[config.mk]
export PLATFORM = sky130hd
export DESIGN_NAME = spcsm_top
export DESIGN_NICKNAME = d
export VERILOG_FILES = /design/src/spcsm_pkg.sv /design/src/spcsm_top.sv /design/src/spcsm_slot_mem.sv
export SDC_FILE = /design/constraint.sdc
export NUM_CORES = 2
export LEC_CHECK = 0
export BUFFER_PORTS_ARGS = -buffer_cell sky130_fd_sc_hd__buf_2
export CORE_MARGIN = 3
export CORE_UTILIZATION = 60
export CTS_CLUSTER_DIAMETER = 100
export DETAILED_ROUTE_END_ITERATION = 6
export PLACE_DENSITY_LB_ADDON = 0.15
export SYNTH_ARGS = -nofsm -noshare
export SYNTH_HDL_FRONTEND = slang
export SYNTH_SLANG_ARGS = --single-unit
export TNS_END_PERCENT = 30
[constraint.sdc]
create_clock -name ref_clk -period 9.7 [get_ports ref_clk]
set_input_delay 0.485 -clock ref_clk [delete_from_list [all_inputs] [get_ports ref_clk]]
set_output_delay 0.485 -clock ref_clk [all_outputs]
set_load 0.01 [all_outputs]
[src/spcsm_pkg.sv]
`default_nettype none
package spcsm_pkg;
	// ****************************************************
	// sizes
	// ****************************************************
	localparam int NPG = 16;
	localparam int PW = 4;
	localparam int NSLOT = 4;
	localparam int SW = 2;
	localparam int SAW = PW + SW;
	localparam int NLP = 4;
	localparam int VW = 8;
	localparam int TW = 16;
	localparam int AW = 8;
	localparam int DW = 32;

	// ****************************************************
	// register map
	// ****************************************************
	localparam logic [AW-1:0] ADDR_CMD = 8'h00;
	localparam logic [AW-1:0] ADDR_RTAG = 8'h04;
	localparam logic [AW-1:0] ADDR_STAT = 8'h08;
	localparam logic [AW-1:0] ADDR_META = 8'h0C;
	localparam logic [AW-1:0] ADDR_PSEL = 8'h10;
	localparam logic [AW-1:0] ADDR_PST = 8'h14;

	localparam int CMD_OP_LSB = 0;
	localparam int CMD_PG_LSB = 4;
	localparam int CMD_SPG_LSB = 8;
	localparam int CMD_SIX_LSB = 12;
	localparam int CMD_TYP_LSB = 16;
	localparam int CMD_OWN_LSB = 20;
	localparam int STAT_BUSY_BIT = 0;
	localparam int STAT_ERR_LSB = 4;
	localparam int STAT_MASK_LSB = 8;
	localparam int META_TAG_LSB = 0;
	localparam int META_VER_LSB = 16;
	localparam int META_TYP_LSB = 24;
	localparam int META_OWN_LSB = 28;

	// arbitrary value, stands in for the device key
	localparam logic [TW-1:0] TAG_KEY = 16'h5A3C;
	localparam logic [VW-1:0] VER_ONE = 8'h01;
	localparam logic [SW-1:0] SLOT_LAST = 2'h3;

	// ****************************************************
	// types
	// ****************************************************
	typedef enum logic [3:0] {
		OP_BLOCK = 4'h1, OP_TRACK = 4'h2, OP_EVICT = 4'h3,
		OP_LDU = 4'h4, OP_LDB = 4'h5, OP_ADDVA = 4'h6,
		OP_AUG = 4'h7, OP_ACC = 4'h8
	} spcsm_op_t;

	typedef enum logic [1:0] {
		regular_page_type = 2'h0,
		control_page_type = 2'h1,
		version_array_type = 2'h2
	} spcsm_ptype_t;

	typedef enum logic [3:0] {
		ERR_NONE = 4'h0, ERR_STATE = 4'h1, ERR_SLOT = 4'h2,
		ERR_TAG = 4'h3, ERR_RESIDENT = 4'h4, ERR_TRACK = 4'h5,
		ERR_OPCODE = 4'h6
	} spcsm_err_t;

	typedef enum logic [3:0] {
		ST_IDLE = 4'b0001, ST_RD = 4'b0010,
		ST_CHK = 4'b0100, ST_INIT = 4'b1000
	} spcsm_state_t;

	typedef struct packed {
		logic valid;
		logic blocked;
		logic pending;
		logic tracked;
		logic [1:0] ptype;
		logic [PW-1:0] owner;
	} spcsm_page_t;

	typedef struct packed {
		logic full;
		logic [VW-1:0] ver;
	} spcsm_slot_t;

	typedef struct packed {
		logic [3:0] op;
		logic [PW-1:0] page;
		logic [PW-1:0] slot_pg;
		logic [SW-1:0] slot_ix;
		logic [1:0] ptype;
		logic [PW-1:0] owner;
	} spcsm_cmd_t;

	typedef struct packed {
		logic wr;
		logic rd;
		logic [AW-1:0] addr;
		logic [DW-1:0] wdata;
	} spcsm_bus_t;

	typedef struct packed {
		logic req;
		logic hit;
		logic [PW-1:0] page;
	} spcsm_xlat_t;

	// integrity tag over page identity, version and metadata
	function automatic logic [TW-1:0] spcsm_mac(
		input logic [PW-1:0] page,
		input logic [VW-1:0] ver,
		input logic [1:0] ptype,
		input logic [PW-1:0] owner
	);
		logic [TW-1:0] x;
		x = TAG_KEY ^ {ver, owner, ptype, 2'h0} ^ {page, 12'h000};
		return {x[10:0], x[15:11]} ^ {ver, ver};
	endfunction
endpackage
`default_nettype wire

[src/spcsm_top.sv]
`timescale 1ns/1ps
`default_nettype none
module spcsm_top (
	input wire logic ref_clk, // core clock
	input wire logic reset, // sync reset, active high
	input wire spcsm_pkg::spcsm_bus_t bus, // register port request
	output logic [spcsm_pkg::DW-1:0] rd_data_q, // read data
	input wire spcsm_pkg::spcsm_xlat_t xlat, // translation lookup
	output logic xlat_fill_q, // translation may be cached
	output logic xlat_fault_q, // page fault
	input wire logic [spcsm_pkg::NLP-1:0] lp_active, // in an enclave
	input wire logic [spcsm_pkg::NLP-1:0][spcsm_pkg::PW-1:0] lp_encl,
	// enclave of each processor
	input wire logic [spcsm_pkg::NLP-1:0] ipi, // interrupt pulse
	output logic [spcsm_pkg::NLP-1:0] lp_flush_q, // exit and flush
	output logic wb_valid_q, // ciphertext writeback pulse
	output logic [spcsm_pkg::PW-1:0] wb_page_q, // evicted page
	output logic [spcsm_pkg::TW-1:0] wb_tag_q, // tag for metadata
	output logic zero_fill_q, // clear page contents pulse
	output logic [spcsm_pkg::PW-1:0] zero_page_q // page to clear
);
	import spcsm_pkg::*;

	// ****************************************************
	// state
	// ****************************************************
	spcsm_state_t state_q;
	spcsm_cmd_t cmd_q;
	spcsm_err_t err_q;
	spcsm_err_t chk_err;
	spcsm_page_t tbl_q [NPG];
	spcsm_page_t pg;
	spcsm_page_t sp;
	spcsm_page_t par;
	spcsm_slot_t sd;
	spcsm_slot_t mem_wdata;
	logic [SAW-1:0] mem_waddr;
	logic mem_we;
	logic [NLP-1:0] mask_q;
	logic [NLP-1:0] mask_d;
	logic [NLP-1:0] mask_new;
	logic [TW-1:0] rtag_q;
	logic [TW-1:0] meta_tag_q;
	logic [VW-1:0] ver_q;
	logic [VW-1:0] meta_ver_q;
	logic [1:0] meta_typ_q;
	logic [PW-1:0] meta_own_q;
	logic [PW-1:0] psel_q;
	logic [SW-1:0] init_ix_q;
	logic [TW-1:0] ld_tag;
	logic cmd_take;
	logic chk_ok;
	logic children;

	function automatic logic owned_resident(
		input spcsm_page_t t [NPG],
		input logic [PW-1:0] ctl
	);
		logic r;
		r = 1'b0;
		for (int i = 0; i < NPG; i++) begin
			if (t[i].valid && t[i].owner == ctl &&
			    t[i].ptype != control_page_type &&
			    t[i].ptype != version_array_type) begin
				r = 1'b1;
			end
		end
		return r;
	endfunction

	// ****************************************************
	// register port
	// ****************************************************
	// a command written while busy is dropped
	assign cmd_take = bus.wr && bus.addr == ADDR_CMD && state_q == ST_IDLE;

	always_ff @(posedge ref_clk) begin
		if (reset) begin
			cmd_q <= '0;
		end else if (cmd_take) begin
			cmd_q.op <= bus.wdata[CMD_OP_LSB +: 4];
			cmd_q.page <= bus.wdata[CMD_PG_LSB +: PW];
			cmd_q.slot_pg <= bus.wdata[CMD_SPG_LSB +: PW];
			cmd_q.slot_ix <= bus.wdata[CMD_SIX_LSB +: SW];
			cmd_q.ptype <= bus.wdata[CMD_TYP_LSB +: 2];
			cmd_q.owner <= bus.wdata[CMD_OWN_LSB +: PW];
		end
	end

	always_ff @(posedge ref_clk) begin
		if (reset) begin
			rtag_q <= '0;
			psel_q <= '0;
		end else if (bus.wr && bus.addr == ADDR_RTAG) begin
			rtag_q <= bus.wdata[TW-1:0];
		end else if (bus.wr && bus.addr == ADDR_PSEL) begin
			psel_q <= bus.wdata[PW-1:0];
		end
	end

	always_ff @(posedge ref_clk) begin
		if (reset) begin
			rd_data_q <= '0;
		end else begin
			rd_data_q <= '0;
			if (bus.rd) begin
				case (bus.addr)
					ADDR_RTAG: rd_data_q[TW-1:0] <= rtag_q;
					ADDR_STAT: begin
						rd_data_q[STAT_BUSY_BIT] <= state_q != ST_IDLE;
						rd_data_q[STAT_ERR_LSB +: 4] <= err_q;
						rd_data_q[STAT_MASK_LSB +: NLP] <= mask_q;
					end
					ADDR_META: begin
						rd_data_q[META_TAG_LSB +: TW] <= meta_tag_q;
						rd_data_q[META_VER_LSB +: VW] <= meta_ver_q;
						rd_data_q[META_TYP_LSB +: 2] <= meta_typ_q;
						rd_data_q[META_OWN_LSB +: PW] <= meta_own_q;
					end
					ADDR_PST: rd_data_q[$bits(spcsm_page_t)-1:0] <= tbl_q[psel_q];
					default: rd_data_q <= '0;
				endcase
			end
		end
	end

	// ****************************************************
	// sequencer
	// ****************************************************
	always_ff @(posedge ref_clk) begin
		if (reset) begin
			state_q <= ST_IDLE;
			init_ix_q <= '0;
		end else begin
			case (state_q)
				ST_IDLE: if (cmd_take) begin
					state_q <= ST_RD;
				end
				ST_RD: state_q <= ST_CHK;
				ST_CHK: begin
					init_ix_q <= '0;
					if (chk_ok && cmd_q.op == OP_ADDVA) begin
						state_q <= ST_INIT;
					end else begin
						state_q <= ST_IDLE;
					end
				end
				ST_INIT: begin
					init_ix_q <= init_ix_q + 1'b1;
					if (init_ix_q == SLOT_LAST) begin
						state_q <= ST_IDLE;
					end
				end
				default: state_q <= ST_IDLE;
			endcase
		end
	end

	// ****************************************************
	// command checks
	// ****************************************************
	assign pg = tbl_q[cmd_q.page];
	assign sp = tbl_q[cmd_q.slot_pg];
	assign par = tbl_q[cmd_q.owner];
	assign children = owned_resident(tbl_q, cmd_q.page);
	assign ld_tag = spcsm_mac(cmd_q.page, sd.ver, cmd_q.ptype, cmd_q.owner);

	always_comb begin
		chk_err = ERR_NONE;
		case (cmd_q.op)
			OP_BLOCK: if (!pg.valid || pg.blocked ||
			    pg.ptype != regular_page_type) begin
				chk_err = ERR_STATE;
			end
			OP_TRACK: if (!pg.valid || pg.ptype != control_page_type) begin
				chk_err = ERR_STATE;
			end
			OP_EVICT: begin
				if (!pg.valid) begin
					chk_err = ERR_STATE;
				end else if (cmd_q.slot_pg == cmd_q.page) begin
					chk_err = ERR_SLOT;
				end else if (!sp.valid || sp.ptype != version_array_type ||
				    sd.full) begin
					chk_err = ERR_SLOT;
				end else if (pg.ptype == control_page_type && children) begin
					chk_err = ERR_RESIDENT;
				end else if (pg.ptype == regular_page_type &&
				    (!pg.blocked || !pg.tracked || mask_q != '0)) begin
					chk_err = ERR_TRACK;
				end
			end
			OP_LDU, OP_LDB: begin
				if (pg.valid) begin
					chk_err = ERR_STATE;
				end else if (!sp.valid || sp.ptype != version_array_type ||
				    !sd.full) begin
					chk_err = ERR_SLOT;
				end else if (cmd_q.ptype == regular_page_type &&
				    (!par.valid || par.ptype != control_page_type)) begin
					chk_err = ERR_STATE;
				end else if (ld_tag != rtag_q) begin
					chk_err = ERR_TAG;
				end
			end
			OP_ADDVA: if (pg.valid) begin
				chk_err = ERR_STATE;
			end
			OP_AUG: if (pg.valid || !par.valid ||
			    par.ptype != control_page_type) begin
				chk_err = ERR_STATE;
			end
			OP_ACC: if (!pg.valid || !pg.pending ||
			    pg.ptype != regular_page_type) begin
				chk_err = ERR_STATE;
			end
			default: chk_err = ERR_OPCODE;
		endcase
	end

	assign chk_ok = state_q == ST_CHK && chk_err == ERR_NONE;

	always_ff @(posedge ref_clk) begin
		if (reset) begin
			err_q <= ERR_NONE;
		end else if (state_q == ST_CHK) begin
			err_q <= chk_err;
		end
	end

	// ****************************************************
	// page table
	// ****************************************************
	always_ff @(posedge ref_clk) begin
		if (reset) begin
			for (int i = 0; i < NPG; i++) begin
				tbl_q[i] <= '0;
			end
		end else if (chk_ok) begin
			case (cmd_q.op)
				OP_BLOCK: begin
					tbl_q[cmd_q.page].blocked <= 1'b1;
					tbl_q[cmd_q.page].tracked <= 1'b0;
				end
				OP_TRACK: begin
					for (int i = 0; i < NPG; i++) begin
						if (tbl_q[i].valid && tbl_q[i].blocked &&
						    tbl_q[i].owner == cmd_q.page) begin
							tbl_q[i].tracked <= 1'b1;
						end
					end
				end
				OP_EVICT: tbl_q[cmd_q.page] <= '0;
				OP_LDU, OP_LDB: begin
					tbl_q[cmd_q.page].valid <= 1'b1;
					tbl_q[cmd_q.page].blocked <= cmd_q.op == OP_LDB;
					tbl_q[cmd_q.page].pending <= 1'b0;
					tbl_q[cmd_q.page].tracked <= 1'b0;
					tbl_q[cmd_q.page].ptype <= cmd_q.ptype;
					tbl_q[cmd_q.page].owner <= cmd_q.owner;
				end
				OP_ADDVA: begin
					tbl_q[cmd_q.page].valid <= 1'b1;
					tbl_q[cmd_q.page].ptype <= version_array_type;
					tbl_q[cmd_q.page].owner <= cmd_q.page;
				end
				OP_AUG: begin
					tbl_q[cmd_q.page].valid <= 1'b1;
					tbl_q[cmd_q.page].pending <= 1'b1;
					tbl_q[cmd_q.page].blocked <= 1'b0;
					tbl_q[cmd_q.page].tracked <= 1'b0;
					tbl_q[cmd_q.page].ptype <= regular_page_type;
					tbl_q[cmd_q.page].owner <= cmd_q.owner;
				end
				OP_ACC: tbl_q[cmd_q.page].pending <= 1'b0;
				default: tbl_q[cmd_q.page] <= tbl_q[cmd_q.page];
			endcase
		end
	end

	// ****************************************************
	// version slots
	// ****************************************************
	always_comb begin
		mem_we = 1'b0;
		mem_waddr = {cmd_q.slot_pg, cmd_q.slot_ix};
		mem_wdata = '0;
		if (state_q == ST_INIT) begin
			mem_we = 1'b1;
			mem_waddr = {cmd_q.page, init_ix_q};
		end else if (chk_ok && cmd_q.op == OP_EVICT) begin
			mem_we = 1'b1;
			mem_wdata = '{full: 1'b1, ver: ver_q};
		end else if (chk_ok && (cmd_q.op == OP_LDU || cmd_q.op == OP_LDB)) begin
			mem_we = 1'b1;
		end
	end

	spcsm_slot_mem u_slots (
		.ref_clk(ref_clk),
		.we(mem_we),
		.waddr(mem_waddr),
		.wdata(mem_wdata),
		.raddr({cmd_q.slot_pg, cmd_q.slot_ix}),
		.rdata_q(sd)
	);

	// ****************************************************
	// eviction output and metadata
	// ****************************************************
	// version is one running count shared by all slots; wrap only risks a stale
	// copy after 256 evictions in total
	always_ff @(posedge ref_clk) begin
		if (reset) begin
			ver_q <= VER_ONE;
			meta_tag_q <= '0;
			meta_ver_q <= '0;
			meta_typ_q <= '0;
			meta_own_q <= '0;
			wb_valid_q <= 1'b0;
			wb_page_q <= '0;
			wb_tag_q <= '0;
		end else begin
			wb_valid_q <= 1'b0;
			if (chk_ok && cmd_q.op == OP_EVICT) begin
				ver_q <= ver_q + VER_ONE;
				meta_tag_q <= spcsm_mac(cmd_q.page, ver_q, pg.ptype,
					pg.owner);
				meta_ver_q <= ver_q;
				meta_typ_q <= pg.ptype;
				meta_own_q <= pg.owner;
				wb_valid_q <= 1'b1;
				wb_page_q <= cmd_q.page;
				wb_tag_q <= spcsm_mac(cmd_q.page, ver_q, pg.ptype,
					pg.owner);
			end
		end
	end

	always_ff @(posedge ref_clk) begin
		if (reset) begin
			zero_fill_q <= 1'b0;
			zero_page_q <= '0;
		end else begin
			zero_fill_q <= chk_ok && cmd_q.op == OP_AUG;
			if (chk_ok && cmd_q.op == OP_AUG) begin
				zero_page_q <= cmd_q.page;
			end
		end
	end

	// ****************************************************
	// tracking
	// ****************************************************
	// snapshot of processors inside the enclave; a later re-entry is
	// not added, it can only hold fresh translations
	always_comb begin
		mask_new = '0;
		if (chk_ok && cmd_q.op == OP_TRACK) begin
			for (int i = 0; i < NLP; i++) begin
				mask_new[i] = lp_active[i] && lp_encl[i] == cmd_q.page;
			end
		end
		mask_d = (mask_q | mask_new) & lp_active & ~ipi;
	end

	always_ff @(posedge ref_clk) begin
		if (reset) begin
			mask_q <= '0;
			lp_flush_q <= '0;
		end else begin
			mask_q <= mask_d;
			lp_flush_q <= ipi;
		end
	end

	// ****************************************************
	// translation lookups
	// ****************************************************
	always_ff @(posedge ref_clk) begin
		if (reset) begin
			xlat_fill_q <= 1'b0;
			xlat_fault_q <= 1'b0;
		end else begin
			xlat_fill_q <= xlat.req && !xlat.hit &&
				tbl_q[xlat.page].valid && !tbl_q[xlat.page].blocked &&
				!tbl_q[xlat.page].pending;
			xlat_fault_q <= xlat.req && !xlat.hit &&
				(!tbl_q[xlat.page].valid || tbl_q[xlat.page].blocked ||
				tbl_q[xlat.page].pending);
		end
	end
endmodule // spcsm_top
`default_nettype wire

[src/spcsm_slot_mem.sv]
`timescale 1ns/1ps
`default_nettype none
// version slot store, registered read
module spcsm_slot_mem (
	input wire logic ref_clk, // core clock
	input wire logic we, // write enable
	input wire logic [spcsm_pkg::SAW-1:0] waddr, // write slot
	input wire spcsm_pkg::spcsm_slot_t wdata, // write data
	input wire logic [spcsm_pkg::SAW-1:0] raddr, // read slot
	output spcsm_pkg::spcsm_slot_t rdata_q // read data, next cycle
);
	import spcsm_pkg::*;

	spcsm_slot_t mem [NPG*NSLOT];

	// no reset: a slot page made by OP_ADDVA is cleared before use; one loaded as a version array is not
	always_ff @(posedge ref_clk) begin
		if (we) begin
			mem[waddr] <= wdata;
		end
	end

	always_ff @(posedge ref_clk) begin
		rdata_q <= mem[raddr];
	end
endmodule // spcsm_slot_mem
`default_nettype wire

* After elaboration in Yosys (flattened, before gate mapping)
Memory sizes are Yosys's and may differ from the RTL's. A register that Yosys moved wholly into a read port is not among the register bits.
Cells that the tools add are included.
** Operators by class
- Multiplexer cells :: 146
- Equality and inequality tests :: 95
- $add $sub $neg :: 2
- Order comparisons :: 6
- Reduce and logical (&&, ||, !) cells :: 159
- Bitwise logic cells :: 21
** Operators by type and width (number)
- $bwmux W160 :: 17
- $pmux W9 S7 :: 15
- $demux W10 S4 :: 7
- $bmux W10 S4 :: 5
- $and A160 B160 Y160 :: 1
- $not A160 Y160 :: 1
- $mux W10 :: 12
- $pmux W1 S7 :: 16
- $logic_and A1 B1 Y1 :: 103
- $eq A4 B4 Y1 :: 21
- $ne A2 B2 Y1 const B :: 35
- $xor A16 B16 Y16 :: 4
- $mux W1 :: 43
- $pmux W6 S7 :: 1
- $reduce_and A2 Y1 :: 19
- $ne A2 B1 Y1 const B :: 18
- $pmux W4 S7 :: 1
- $mux W9 :: 3
- $ge A5 B5 Y1 const B :: 5
- $not A4 Y5 :: 5
- $pmux W6 S4 :: 1
- $pmux W3 S7 :: 1
- $eq A4 B3 Y1 const B :: 5
- $mux W4 :: 5
- other kinds (38) :: 85
** Word-level totals
- Input port bits :: 74
- Output and inout port bits :: 64
- Register bits :: 300
- RAM bits :: 576
- Memories kept :: 1
- Logic and storage cells :: 553
** Memories
- u_slots.mem :: depth 64, bits a word 9, read ports 1, clocked after memory_dff 1, write ports 1, line spcsm_slot_mem.sv:14 : spcsm_slot_t mem [NPG*NSLOT];

* Longest topological paths before layout
- Word-level depth :: 34
- Mapped depth :: 16
- Gate-level depth less buffers :: 9

* Modules after synthesis
Synthesis repeated with hierarchy kept, for this count alone.
** Unflattened totals
- Cell total of the unflattened synthesis :: 3463
- Area, all modules :: 42483.2 um^2
** By module, submodules not included
- spcsm_slot_mem :: cells each 1071, area an instance 22649.2 um^2, seq. area each 17476.8 um^2, instances 1
- spcsm_top :: cells each 2392, area an instance 19834.0 um^2, seq. area each 5905.7 um^2, instances 1

* Worst setup path after synthesis
No wires, ideal clock.
- Path kind :: reg2reg
- Start point :: register cmd_q[13] (netlist bit)
- End point :: memory u_slots.mem[0][1] (netlist bit) (data pin)
- Clock period less this slack :: 4917 ps
- Data required time :: 9333 ps
- Buffers on the path :: 2
- Setup slack :: 4783 ps
- Library setup time :: 367 ps
- Data arrival time :: 4550 ps
- Cell stages (with the launch flop) :: 12
- Cells stage by stage :: dfxtp_1 buf_6 mux4_2 mux2i_1 o22ai_1 or4_4 a2111oi_4 o211a_1 nand4_1 clkbuf_1 inv_1 and2_1
** RTL lines
- start, declared :: line spcsm_top.sv:28 : spcsm_cmd_t cmd_q;
- end, declared :: line spcsm_slot_mem.sv:14

==> results.sh <==
export IMPL_drt_wl_total_mm=139.7
export IMPL_ys_types=82
export IMPL_setup_viol_count_final=0
export IMPL_fin_skew_ns=0.04416
export IMPL_area_delta_synth_final_pct=11.39
export IMPL_crit_top_cell="nand4_1"
export IMPL_clockBufferDepth=3
export IMPL_r2r_slack_ns=3.03
export IMPL_ys_ff_latch=880
export IMPL_p_total_mw=7.592
export IMPL_irDropWorstVdd_mv=0.1902
export IMPL_rows=95
export IMPL_cap_violations=0
export IMPL_synthFlopType="edfxtp_1"
export IMPL_wl_per_cell_um=32.93
export IMPL_syn_inst=3196
export IMPL_endpoint="u_slots.mem[17][5]"
export IMPL_p_switching_mw=1.584
export IMPL_avgSynthCellArea_um2=13.01
export IMPL_core_um2=67870
export IMPL_cp_slowest_cell="and2_2"
export IMPL_setup_tns_ns=0
export IMPL_startpoint="cmd_q[12]"
export IMPL_cts_num_sinks=880
export IMPL_fin_crit_ns=6.672
export IMPL_violations="DRC"
export IMPL_pwr_share_seq_pct=51.9
export IMPL_fin_hold_ws_ns=0.04017
export IMPL_place_ws_ns=3.122
export IMPL_initial_core_util_pct=61.26
export IMPL_grt_usage_pct=38.14
export IMPL_power_density_nw_per_um2=163.9
export IMPL_async_flop_share_pct=0
export IMPL_holdCritPathClass="in -> reg"
export IMPL_cp_arrival_ns=6.92
export IMPL_required_ns=9.95
export IMPL_port_buffers=125
export IMPL_reg2reg_to="u_slots.mem[17][5]"
export IMPL_path_cells="mux4_2, nand3_1, nand4_1, or4_4, a2111oi_4, o211a_1, nand4_1, buf_4, inv_2, and2_2"
export IMPL_cts_setup_buffers=0
export IMPL_dpl_instance_area_um2=43110
export IMPL_antenna_left=0
export IMPL_period_share_pct=68.78
export IMPL_maxSlewHeadroom_pct=1.807
export IMPL_rsz0062_at_grt="false"
export IMPL_clk_pin_slew_ns=0.06
export IMPL_synth_seq_area_share_pct=56.24
export IMPL_drc=1
export IMPL_dr_pass1_iters=7
export IMPL_cts_made_buffers=90
export IMPL_netlist_area_um2=41580
export IMPL_via_per_inst=7.276
export IMPL_critPathMaxStageDelay_ns=1.13
export IMPL_io_pins=138
export IMPL_antenna_found_initial=6
export IMPL_nets=3317
export IMPL_finalMaxSlewViolations=0
export IMPL_final_util_pct=68.23
export IMPL_fp_dieH_um=269.2
export IMPL_die_area_um2=72490
export IMPL_cts_htree_levels=3
export IMPL_final_area_um2=46310
export IMPL_fmax_ghz=0.1499
export IMPL_p_int_mw=6.008
export IMPL_cts_root_buf="clkbuf_16"
export IMPL_fillers=4648
export IMPL_first_global_vias=30160
export IMPL_cp_end_kind="flop"
export IMPL_yosys_warnings=0
export IMPL_hold_viol_final=0
export IMPL_layoutNonFillerInstCount=4242
export IMPL_gp_routability_congestion=1.014
export IMPL_outcome="complete, but fails checks"
export IMPL_comb_power_share_pct=0.9
export IMPL_grt_pass1_wl_mm=205.3
export IMPL_start_kind="flop"
export IMPL_synth_edff_count=576
export IMPL_vias=30860
export IMPL_hpwlAfterDp_mm=86.39
export IMPL_placed_cells=4062
export IMPL_worstMarginPinSlew_ns=1.462
export IMPL_drive_above_1_share_pct=22.27
export IMPL_pwr_share_clk_pct=47.1
export IMPL_die_w_um=269.2
export IMPL_clk_latency_ns=0.68
export IMPL_seqCellArea_um2=23410
export IMPL_p_leak_nw=13.50
export IMPL_multi_input_area_um2=17030
export IMPL_cts_resized_gates=0
export IMPL_grt_max_degree=150
export IMPL_grt_overflow_total=0
export IMPL_setup_worst_path_class="reg -> reg"
export IMPL_drt_iter0_drc=4896
export IMPL_timing_final_ws_setup_ns=3.028
export IMPL_cts_tree="built"
export IMPL_p_sw_share_pct=20.87
export IMPL_crit_fanout=71
export IMPL_worst_r2r_path_depth=10
export IMPL_r2r_start="cmd_q[12]"
## cell type report
| class | count | area share (%) |
|---|---|---|
| Sequential cell | 880 | 50.56 |
| Clock buffer | 119 | 5.382 |
| Tap cell | 921 | 2.488 |
| Antenna cell | 3 | 0.01621 |
| Timing Repair Buffer | 237 | 3.218 |
| Multi-Input combinational cell | 1990 | 36.78 |
| Inverter | 42 | 0.3404 |
| Clock inverter | 50 | 1.218 |
## kinds of logic after synthesis
family	Yosys count	synth area share (%)
multiplexers	344	16.88
AO/OA/AOI/OAI	673	10.70
AND/OR/NAND/NOR	834	9.910
adder cells (fa/ha/maj)	2	0.06018
XOR/XNOR	135	3.012
other	1	0.009019
flip-flops	880	56.24
buffers and inverters	327	3.193
## worst min path at each step
stage                  startpoint            end  slack [ns]  cells after the start
floorplan           meta_own_q[0]  rd_data_q[28]        0.42                      1
global placement    meta_ver_q[4]  meta_ver_q[4]        0.44                      2
detailed placement  meta_typ_q[0]  meta_typ_q[0]        0.44                      2
CTS                       xlat[5]   xlat_fault_q        0.03                      3
global route              xlat[5]   xlat_fault_q        0.05                      3
finish                    xlat[5]   xlat_fault_q        0.04                      3
## per-layer routing
layer	routed length [um]	share of wire [%]	vias up	GRT usage (%)
met1	49570	35	15400	50.39
met3	15890	11	519	8.081
met4	9964	7.1	4	22.45
met5	27	0.019	-	0
li1	-	-	12600	-
met2	64210	46	2345	58.98
## power groups by stage
stage | registers, mW | logic (mW) | clock network [mW]
3_3_place_gp | 4.02 | 0.0651 | 0
3_5_place_dp | 4.02 | 0.0660 | 0
4_1_cts | 3.94 | 0.0676 | 3.60
6_report | 3.94 | 0.0697 | 3.58
2_1_floorplan | 4.03 | 0.0354 | 0
5_1_grt | 3.94 | 0.0725 | 3.74
## Yosys cell counts, drive strengths merged, types with 42 or more instances
master,instances,area (um2)
dfxtp,304,6086
nor2,152,570.6
mux2i,43,430.4
xor2,63,551.8
a21oi,187,935.9
nand2,257,964.7
edfxtp,576,17300
nand3,78,390.4
mux4,284,6396
xnor2,67,586.8
nor3,107,540.5
inv,42,157.7
buf,100,475.5
clkbuf,185,694.4
a22oi,43,322.8
o21ai,149,745.7
## critical path: cells and delay by family (launching register included)
family                 cells  cell delay, ns
AO/OA/AOI/OAI              2            0.65
multiplexers               1            0.62
flip-flops                 1            0.80
buffers and inverters      2            1.22
AND/OR/NAND/NOR            5            2.83
## what timing repair did
action | CTS | global route
hold buffers | 4 | 0
endpoints found under the hold margin | 4 | 0
setup endpoints to repair | 0 | 0
## cell usage in the layout (no fill, tap or decap), types with 90 or more instances in the layout
cell type	netlist	layout
edfxtp_1	576	576
dfxtp_1	304	293
mux4_2	284	284
nand2_1	257	257
a21oi_1	187	186
nor2_1	152	148
o21ai_0	140	140
buf_2	26	126
buf_4	10	104
clkbuf_16	0	91
nor3_1	106	90
Note: power is estimated with default switching activity, not from simulation.
